File: config.mk
export PLATFORM = sky130hd
export DESIGN_NAME = gpci_port
export DESIGN_NICKNAME = d
export VERILOG_FILES = /design/src/core/gpci_pkg.sv /design/src/core/gpci_port.sv
export SDC_FILE = /design/constraint.sdc
export NUM_CORES = 1
export LEC_CHECK = 0
export ABC_AREA = 1
export BUFFER_PORTS_ARGS = -buffer_cell sky130_fd_sc_hd__buf_4
export CORE_ASPECT_RATIO = 0.9
export CORE_MARGIN = 2
export CORE_UTILIZATION = 45
export CTS_BUF_LIST = sky130_fd_sc_hd__clkbuf_8
export CTS_CLUSTER_SIZE = 30
export DETAILED_ROUTE_END_ITERATION = 10
export HOLD_SLACK_MARGIN = 0.06
export PLACE_DENSITY = 0.68
export SYNTH_ARGS = -nofsm -noshare
export SYNTH_HDL_FRONTEND = slang
export SYNTH_SLANG_ARGS = --single-unit
File: constraint.sdc
create_clock -name clk_in -period 2.55 [get_ports clk_in]
set_input_delay 0.6375 -clock clk_in [delete_from_list [all_inputs] [get_ports clk_in]]
set_output_delay 0.6375 -clock clk_in [all_outputs]
set_load 0.005 [all_outputs]
File: src/core/gpci_pkg.sv
package gpci_pkg;

   localparam int ADDR_W = 9;
   localparam int DATA_W = 8;

   ////////////////////////////////////////////////////////////////////////////
   // Register map; mirrored registers answer at both offsets.
   localparam logic [8:0] PORT_DATA_OFS     = 9'h006;
   localparam logic [8:0] PORT_DATA_ALT_OFS = 9'h106;
   localparam logic [8:0] DIR_OFS           = 9'h086;
   localparam logic [8:0] DIR_ALT_OFS       = 9'h186;
   localparam logic [8:0] OPTION_OFS        = 9'h081;
   localparam logic [8:0] OPTION_ALT_OFS    = 9'h181;
   localparam logic [8:0] IRQ_STATUS_OFS    = 9'h00b;
   localparam logic [8:0] IRQ_MASK_OFS      = 9'h08b;
   localparam logic [8:0] PULLUP_OFS        = 9'h095;
   localparam logic [8:0] CHANGE_EN_OFS     = 9'h096;

   ////////////////////////////////////////////////////////////////////////////
   // Reset values.
   localparam logic [7:0] DIR_RESET       = 8'hff;
   localparam logic [7:0] OPTION_RESET    = 8'hff;
   localparam logic [7:0] PULLUP_RESET    = 8'hff;
   localparam logic [7:0] CHANGE_EN_RESET = 8'h00;
   localparam logic [7:0] IRQ_RESET       = 8'h00;
   localparam logic [7:0] LATCH_RESET     = 8'h00;
   localparam logic [7:0] READ_IDLE       = 8'h00;

   ////////////////////////////////////////////////////////////////////////////
   // Field positions and masks.
   localparam int         OPT_PULLUP_DIS_BIT = 7;
   localparam int         OPT_EXT_EDGE_BIT   = 6;
   localparam int         IRQ_CHANGE_BIT     = 0;
   localparam int         IRQ_EXT_BIT        = 1;
   localparam int         EXT_IRQ_PIN        = 0;
   localparam int         PROG_DATA_PIN      = 7;
   localparam int         PROG_CLOCK_PIN     = 6;
   localparam logic [7:0] IRQ_USED_MASK      = 8'h03;
   localparam logic [7:0] CHANGE_USED_MASK   = 8'hf0;

   typedef struct packed {
      logic [ADDR_W-1:0] addr;
      logic [DATA_W-1:0] wdata;
      logic              wr;
      logic              rd;
   } gpci_bus_req_t;

endpackage : gpci_pkg

File: src/core/gpci_port.sv
// Strobed register access was left to the implementer.
`timescale 1ns/1ps
module gpci_port
   import gpci_pkg::*;
(
   input  wire logic          clk_in,
   input  wire logic          reset_in,
   input  wire logic          master_clear_reset_bor_in,
   input  wire gpci_bus_req_t bus_in,
   output logic [7:0]         rdata_out,
   input  wire logic [7:0]    pin_in,
   output logic [7:0]         pin_out,
   output logic [7:0]         pin_oe_n_out,
   output logic [7:0]         pullup_on_out,
   input  wire logic          sleep_in,
   output logic               wake_out,
   output logic               irq_out,
   input  wire logic          prog_mode_in,
   input  wire logic          prog_data_in,
   input  wire logic          prog_data_drive_in,
   output logic               prog_data_out,
   output logic               prog_clock_out
);

   ////////////////////////////////////////////////////////////////////////////
   function automatic logic reg_hit(input logic [8:0] addr,
                                    input logic [8:0] ofs,
                                    input logic [8:0] alt);
      reg_hit = (addr == ofs) || (addr == alt);
   endfunction : reg_hit

   logic [7:0] out_latch_reg;
   logic [7:0] dir_reg;
   logic [7:0] option_reg;
   logic [7:0] pullup_en_reg;
   logic [7:0] change_en_reg;
   logic [7:0] last_read_reg;
   logic [7:0] irq_status_reg;
   logic [7:0] irq_status_next;
   logic [7:0] irq_mask_reg;
   logic [7:0] rdata_reg;
   logic [7:0] pin_out_reg;
   logic [7:0] pin_oe_n_reg;
   logic       ext_prev_reg;
   logic       prog_data_reg;
   logic       prog_clock_reg;

   logic       hit_port;
   logic       hit_dir;
   logic       hit_option;
   logic       hit_status;
   logic       hit_mask;
   logic       hit_pullup;
   logic       hit_change;
   logic       port_access;
   logic       mismatch;
   logic       ext_edge;
   logic [7:0] irq_set;
   logic [7:0] irq_clear;

   assign hit_port   = reg_hit(bus_in.addr, PORT_DATA_OFS,
                               PORT_DATA_ALT_OFS);
   assign hit_dir    = reg_hit(bus_in.addr, DIR_OFS, DIR_ALT_OFS);
   assign hit_option = reg_hit(bus_in.addr, OPTION_OFS, OPTION_ALT_OFS);
   assign hit_status = reg_hit(bus_in.addr, IRQ_STATUS_OFS,
                               IRQ_STATUS_OFS);
   assign hit_mask   = reg_hit(bus_in.addr, IRQ_MASK_OFS, IRQ_MASK_OFS);
   assign hit_pullup = reg_hit(bus_in.addr, PULLUP_OFS, PULLUP_OFS);
   assign hit_change = reg_hit(bus_in.addr, CHANGE_EN_OFS, CHANGE_EN_OFS);

   assign port_access = hit_port && (bus_in.rd || bus_in.wr);

   ////////////////////////////////////////////////////////////////////////////
   // Output latch. Its contents are undefined by design after power-up;
   // zero is simply what the flop holds.
   always_ff @(posedge clk_in or posedge reset_in) begin
      if (reset_in) begin
         out_latch_reg <= LATCH_RESET;
      end else if (bus_in.wr && hit_port) begin
         out_latch_reg <= bus_in.wdata;
      end
   end

   // Direction and option follow every reset; the enable fields only
   // power-on reset.
   always_ff @(posedge clk_in or posedge reset_in) begin
      if (reset_in) begin
         dir_reg    <= DIR_RESET;
         option_reg <= OPTION_RESET;
      end else if (master_clear_reset_bor_in) begin
         dir_reg    <= DIR_RESET;
         option_reg <= OPTION_RESET;
      end else begin
         if (bus_in.wr && hit_dir) begin
            dir_reg <= bus_in.wdata;
         end
         if (bus_in.wr && hit_option) begin
            option_reg <= bus_in.wdata;
         end
      end
   end

   always_ff @(posedge clk_in or posedge reset_in) begin
      if (reset_in) begin
         pullup_en_reg <= PULLUP_RESET;
         change_en_reg <= CHANGE_EN_RESET;
      end else begin
         if (bus_in.wr && hit_pullup) begin
            pullup_en_reg <= bus_in.wdata;
         end
         if (bus_in.wr && hit_change) begin
            change_en_reg <= bus_in.wdata & CHANGE_USED_MASK;
         end
      end
   end

   ////////////////////////////////////////////////////////////////////////////
   // Last-read latch. It ignores the master-clear input on purpose so a
   // change that arrived around that reset is still reported afterwards.
   // A write loads it too, since the core does a read-modify-write.
   always_ff @(posedge clk_in or posedge reset_in) begin
      if (reset_in) begin
         last_read_reg <= LATCH_RESET;
      end else if (port_access) begin
         last_read_reg <= pin_in;
      end
   end

   // A pin that moves in the access cycle is captured into the latch, but
   // its mismatch in that cycle still sets the change flag at the same edge.
   assign mismatch = |((pin_in ^ last_read_reg) & change_en_reg
                       & CHANGE_USED_MASK);

   always_ff @(posedge clk_in or posedge reset_in) begin
      if (reset_in) begin
         ext_prev_reg <= 1'b0;
      end else begin
         ext_prev_reg <= pin_in[EXT_IRQ_PIN];
      end
   end

   assign ext_edge = option_reg[OPT_EXT_EDGE_BIT]
                     ? (pin_in[EXT_IRQ_PIN] && !ext_prev_reg)
                     : (!pin_in[EXT_IRQ_PIN] && ext_prev_reg);

   ////////////////////////////////////////////////////////////////////////////
   // Interrupt status: set wins over a write-one-to-clear in the same
   // cycle, so a lasting mismatch keeps the flag up.
   always_comb begin
      irq_set = 8'h00;
      irq_set[IRQ_CHANGE_BIT] = mismatch;
      irq_set[IRQ_EXT_BIT]    = ext_edge;
      irq_clear = (bus_in.wr && hit_status) ? bus_in.wdata : 8'h00;
      irq_status_next = ((irq_status_reg & ~irq_clear) | irq_set)
                        & IRQ_USED_MASK;
   end

   always_ff @(posedge clk_in or posedge reset_in) begin
      if (reset_in) begin
         irq_status_reg <= IRQ_RESET;
      end else if (master_clear_reset_bor_in) begin
         irq_status_reg <= IRQ_RESET;
      end else begin
         irq_status_reg <= irq_status_next;
      end
   end

   always_ff @(posedge clk_in or posedge reset_in) begin
      if (reset_in) begin
         irq_mask_reg <= IRQ_RESET;
      end else if (master_clear_reset_bor_in) begin
         irq_mask_reg <= IRQ_RESET;
      end else if (bus_in.wr && hit_mask) begin
         irq_mask_reg <= bus_in.wdata & IRQ_USED_MASK;
      end
   end

   assign irq_out  = |(irq_status_reg & irq_mask_reg);
   assign wake_out = sleep_in && irq_status_reg[IRQ_CHANGE_BIT]
                     && irq_mask_reg[IRQ_CHANGE_BIT];

   ////////////////////////////////////////////////////////////////////////////
   // Read data stand for exactly one cycle; unmapped reads return zero.
   always_ff @(posedge clk_in or posedge reset_in) begin
      if (reset_in) begin
         rdata_reg <= READ_IDLE;
      end else if (!bus_in.rd) begin
         rdata_reg <= READ_IDLE;
      end else if (hit_port) begin
         rdata_reg <= pin_in;
      end else if (hit_dir) begin
         rdata_reg <= dir_reg;
      end else if (hit_option) begin
         rdata_reg <= option_reg;
      end else if (hit_status) begin
         rdata_reg <= irq_status_reg;
      end else if (hit_mask) begin
         rdata_reg <= irq_mask_reg;
      end else if (hit_pullup) begin
         rdata_reg <= pullup_en_reg;
      end else if (hit_change) begin
         rdata_reg <= change_en_reg;
      end else begin
         rdata_reg <= READ_IDLE;
      end
   end

   assign rdata_out = rdata_reg;

   ////////////////////////////////////////////////////////////////////////////
   // Pad drive. In programming mode the clock pin is released and the
   // data pin follows the programmer, overriding the port registers.
   always_ff @(posedge clk_in or posedge reset_in) begin
      if (reset_in) begin
         pin_out_reg  <= LATCH_RESET;
         pin_oe_n_reg <= DIR_RESET;
      end else begin
         pin_out_reg  <= out_latch_reg;
         pin_oe_n_reg <= dir_reg;
         if (prog_mode_in) begin
            pin_oe_n_reg[PROG_CLOCK_PIN] <= 1'b1;
            pin_oe_n_reg[PROG_DATA_PIN]  <= !prog_data_drive_in;
            pin_out_reg[PROG_DATA_PIN]   <= prog_data_in;
         end
      end
   end

   always_ff @(posedge clk_in or posedge reset_in) begin
      if (reset_in) begin
         prog_data_reg  <= 1'b0;
         prog_clock_reg <= 1'b0;
      end else begin
         prog_data_reg  <= pin_in[PROG_DATA_PIN];
         prog_clock_reg <= pin_in[PROG_CLOCK_PIN];
      end
   end

   assign pin_out        = pin_out_reg;
   assign pin_oe_n_out   = pin_oe_n_reg;
   assign prog_data_out  = prog_data_reg;
   assign prog_clock_out = prog_clock_reg;

   // Pull-ups are cut on outputs straight from the direction register, not the
   // pad enable, so programming mode can drive the data pin against one.
   assign pullup_on_out = pullup_en_reg & dir_reg
                          & {8{!option_reg[OPT_PULLUP_DIS_BIT]}};
endmodule : gpci_port

==> flow_summary.yaml, run 1 <==
outcome:
  status: "finished clean"
yosys:
  synth_top_cell_area_share_pct: 31.2
  netlist-cell-type-count: 28
  synth.area.top_cells: "dfrtp_1 (31%), dfstp_2 (27%), o21ai_0 (8.2%)"
  synthCells: 347
  synth_edf_count: 0
  synth_warnings: 0
  synthesis.nets: 381
  syn_area_sq_mm: 0.00313
  yosys_most_used_dff: "dfrtp_1"
  syn_avg_cell_area_sq_um: 9.01
  synth.largest_area_cell: "dfrtp_1"
  synth.ff_latch_count: 71
  synth_async_sr_flop_share_pct: 100
  synth.cells.most_frequent: "nand2_1 (61), o21ai_0 (51), nor2_1 (49), dfrtp_1 (39)"
  yosysSeqAreaShare_pct: 58.1
  synth.most_common_cell: "nand2_1"
sta:
  timing.clock.skew_ps: 7.98
  timing_worst_slew_pin_value_ps: 511
  final.period_utilization_pct: 77.4
  finalCriticalPeriod_ps: 1970
  setup_viol: 0
  slew_headroom_pct: 65.8
  finalHoldViolCount: 0
  drv_slew: 0
  tns_ps: 0
  fmaxAchievable_mhz: 507
  rsz0062_at_grt: "no"
critical_path:
  critPathLaunchType: "flip-flop"
  worst-endpoint-arrival_ps: 1340
  cp_data_required_time_ps: 1910
  timing.critical_path.to_type: "primary output"
  timing.setup.critical_path_class: "flip-flop to primary output"
  highest_fanout_seen_on_the_critical_path: 3
global_routing:
  gr-usage-all-layers_pct: 20.8
  grt_overflow_total: 0
  antenna_found_initial: 0
  first_global_vias: 2513
  maximum_number_of_pins_on_one_net_before_global_route_repair: 49
  grt_first_pass_wirelength_microns: 12300
floorplanning:
  top_level_ports: 70
  num_rows: 28
  floorplan.initialDensity_pct: 47.0
  die-area_sq_mm: 0.00764
  die-height_microns: 83.1
  fp.coreArea_sq_mm: 0.00666
  die_w_microns: 91.9
routing:
  avgViaCountPerCell: 5.10
  dr_total_vias: 2627
  ant_nets: 0
  detail_route.wl_per_cell_microns: 14.4
  drc: 0
  dr.first_iter.drc_count: 182
  postRouteWirelength_microns: 7440
  first_pass_iters: 4
layout:
  nets: 454
  antennaDiodeCount: 0
  final_layout_size_suffix_gt1_share_pct: 32.2
  area_growth_syn_to_layout_pct: 25.4
cts:
  clkTransAtPathRegs_ps: 80
  htree_levels: 3
  numCtsBuffers: 9
  cts_hold_repair_buffers: 0
  clkSinkCount: 71
  post-cts-setup-buffers: 0
  clockBufferDepth: 2
  clk_root_buffer_cell: "clkbuf_8"
  worstSkewPairLatency_ps: 350
  cts_tree: "yes"
  cts_repair_resize_count: 0
power_and_ir_drop:
  powerDensity_mw_per_mm2: 610
  totalPowerFinal_uw: 2390
  power.ir.vdd_worst_mv: 0.281
  p_leak_uw: 0.00187
min_path:
  hp-class: "input port to asynchronous set/reset pin"
placement:
  gpl_wtd_cong: 0.835
  dpl.hpwl_microns: 5370
  port-buffer-count: 69
run:
  cap_viol_max_count: 0
## report_power, final
group	total, uW	internal (uW)	switching, uW	leakage [uW]
logic	219	94.5	125	0.000895
registers	1250	1210	38.7	0.000867
clock network	924	503	421	0.000105
## worst max-delay path: stages, from the launching register on
cell and delay [ps]:
dfstp_2 550, inv_1 50, nor3_1 230, buf_4 160
## placed cells by master (no fill, tap or decap), drive strengths merged
| cell | instances |
|---|---|
| clkinvlp | 1 |
| nand3 | 32 |
| a21oi | 10 |
| or2 | 1 |
| buf | 72 |
| o22ai | 1 |
| bufinv | 1 |
| clkinv | 4 |
| nand4 | 8 |
| o21ai | 55 |
| nand2 | 66 |
| dfrtp | 39 |
| dfstp | 32 |
| clkbuf | 11 |
| a31oi | 4 |
| nor3 | 3 |
| inv | 33 |
| nor2 | 52 |
## path summary, 6_finish.rpt
kind	startpoint	to	slack (ps)	depth (start not counted)
min in group clk_in	dir_reg[3]	pin_oe_n_out[3]	370	0
max in group asynchronous	reset_in	pullup_en_reg[1]	1540	3
max	dir_reg[2]	pullup_on_out[2]	580	3
max reg2reg	last_read_reg[4]	irq_status_reg[0]	1350	5
min	reset_in	pin_out[4]	320	2
min reg2reg	dir_reg[3]	pin_oe_n_out[3]	370	0
## per-layer routing
metal  GRT usage, %  up-vias  share of wire (%)
met5              0        -                  0
met4           7.46        0                1.8
met3           5.08       12                6.6
met2           32.4       98                 47
met1           28.5     1233                 45
li1               -     1284                  -
## stage by stage
step	cell area (sq um)	hold slack, ps	worst slack [ps]	cells	utilization [%]
global route	3920	355	491	515	58.9
finish	3920	317	576	515	58.9
CTS	3920	322	569	515	58.9
global placement	3720	358	439	499	55.8
floorplan	3130	354	169	347	-
detailed placement	3720	365	376	499	55.8
## layout make-up
cell class	instances	area, sq um
Clock buffer	11	151
Clock inverter	5	56.3
Fill cell	609	2730
Inverter	34	128
Multi-Input combinational cell	232	1110
Sequential cell	71	1820
Tap cell	90	113
Timing Repair Buffer	72	553
## cell families after synthesis
family / count (synthesis) / synth area share [%]
compound gates: 70 / 12.0
simple gates: 162 / 23.4
flops: 71 / 58.1
buf+inv: 44 / 6.56
(Power assumes the default switching activity.)
==> inputs of run 2 (changes only) <==
Clock period 2.55 ns to 1.95 ns, I/O delays scaled along.
==> flow_summary.yaml, run 2 (synthesis results as in run 1) <==
outcome:
  status: "finished clean"
global_routing:
  gr-usage-all-layers_pct: 20.5
  grt_first_pass_wirelength_microns: 12300
  antenna_found_initial: 0
  first_global_vias: 2520
  maximum_number_of_pins_on_one_net_before_global_route_repair: 72
  grt_overflow_total: 0
layout:
  layout.cells.most_common_list: "buf_4 (77), nand2_1 (61), o21ai_0 (51)"
  nets: 461
  antennaDiodeCount: 0
  final_util_pct: 59.7
  filler_cell_count: 600
  design_area_sq_mm: 0.00397
  final_layout_size_suffix_gt1_share_pct: 33.1
  area_growth_syn_to_layout_pct: 27.0
  final_common_cell: "buf_4"
floorplanning:
  die-height_microns: 83.1
  top_level_ports: 70
  die-area_sq_mm: 0.00764
  fp.coreArea_sq_mm: 0.00666
  die_w_microns: 91.9
  floorplan.initialDensity_pct: 47.0
  num_rows: 28
sta:
  timing.clock.skew_ps: 9.17
  final.period_utilization_pct: 92.3
  setup_viol: 0
  finalHoldViolCount: 0
  fmaxAchievable_mhz: 556
  drv_slew: 0
  tns_ps: 0
  rsz0062_at_grt: "no"
  timing_worst_slew_pin_value_ps: 497
  finalCriticalPeriod_ps: 1800
  slew_headroom_pct: 66.6
placement:
  post_dp_cell_area_sq_mm: 0.00378
  gpl_wtd_cong: 0.897
  dpl.hpwl_microns: 5550
  port-buffer-count: 69
routing:
  detail_route.wl_per_cell_microns: 14.4
  ant_nets: 0
  dr.first_iter.drc_count: 172
  dr_total_vias: 2636
  drc: 0
  postRouteWirelength_microns: 7520
  avgViaCountPerCell: 5.05
  first_pass_iters: 4
cts:
  clk_root_buffer_cell: "clkbuf_8"
  cts_repair_resize_count: 0
  cts_tree: "yes"
  htree_levels: 3
  clockBufferDepth: 2
  numCtsBuffers: 9
  clkTransAtPathRegs_ps: 70
  clkSinkCount: 71
  worstSkewPairLatency_ps: 350
  cts_hold_repair_buffers: 0
  post-cts-setup-buffers: 0
power_and_ir_drop:
  p_leak_uw: 0.00190
  totalPowerFinal_uw: 3070
  power.ir.vdd_worst_mv: 0.488
  powerDensity_mw_per_mm2: 772
critical_path:
  timing.critical_path.to_type: "primary output"
  ff2ff_setup_slack_ps: 710
  timing.setup.critical_path_class: "flip-flop to primary output"
  critical_path.endpoint: "pullup_on_out[2]"
  worstRegToRegCells: 5
  highest_fanout_seen_on_the_critical_path: 3
  rr_startpoint: "last_read_reg[4]"
  worst-endpoint-arrival_ps: 1310
  cp_data_required_time_ps: 1460
  critPathLaunchType: "flip-flop"
  timing.critical_path.from: "dir_reg[2]"
  reg2reg_to: "irq_status_reg[0]"
min_path:
  hp-class: "input port to asynchronous set/reset pin"
run:
  cap_viol_max_count: 0
==> run 2: changes by cell type in the layout (fill, tap and decap cells not counted), sizes merged <==
cell / change
buf: +7
clkbuf: -2
clkinv: +1
clkinvlp: +1
==> run 2: area by class of cell <==
type,instances,area [sq um],area share [%]
Sequential cell,71,1820,45.7
Multi-Input combinational cell,232,1110,27.8
Timing Repair Buffer,79,618,15.6
Inverter,34,131,3.31
Clock buffer,9,124,3.12
Tap cell,90,113,2.83
Clock inverter,7,65.1,1.64
==> run 2: per-layer routing <==
metal | vias to the layer above | global-route usage (%) | share of wire [%]
met3 | 13 | 4.99 | 5.9
li1 | 1298 | - | -
met5 | - | 0 | 0
met4 | 0 | 7.33 | 1.6
met2 | 84 | 32.6 | 48
met1 | 1241 | 27.3 | 45
==> run 2: worst min path at each step <==
stage	slack [ps]	endpoint	startpoint
after detailed placement	360	pin_out[2]	out_latch_reg[2]
after CTS	240	rdata_out[3]	reset_in
final	230	pin_out[5]	reset_in
after floorplan	350	pin_oe_n_out[3]	dir_reg[3]
after global placement	360	pin_oe_n_out[3]	dir_reg[3]
after global routing	270	pin_out[5]	reset_in
==> run 2: report_power, final <==
| part | total (uW) | switching [uW] | internal [uW] |
|---|---|---|---|
| registers | 1640 | 53.0 | 1580 |
| logic | 295 | 165 | 130 |
| clock network | 1140 | 555 | 581 |
==> run 2: through the flow <==
stage          worst slack [ps]  hold WS [ps]  std cells
6_report                    150           227        522
4_1_cts                     114           243        522
2_1_floorplan               391           354        347
5_1_grt                    88.5           266        522
3_5_place_dp               79.3           360        506
3_3_place_gp                168           363        506
==> run 2: worst max-delay path: stages, from the launching register on <==
cell and delay [ps]:
dfstp_2 550, inv_1 60, nor3_1 210, buf_4 150
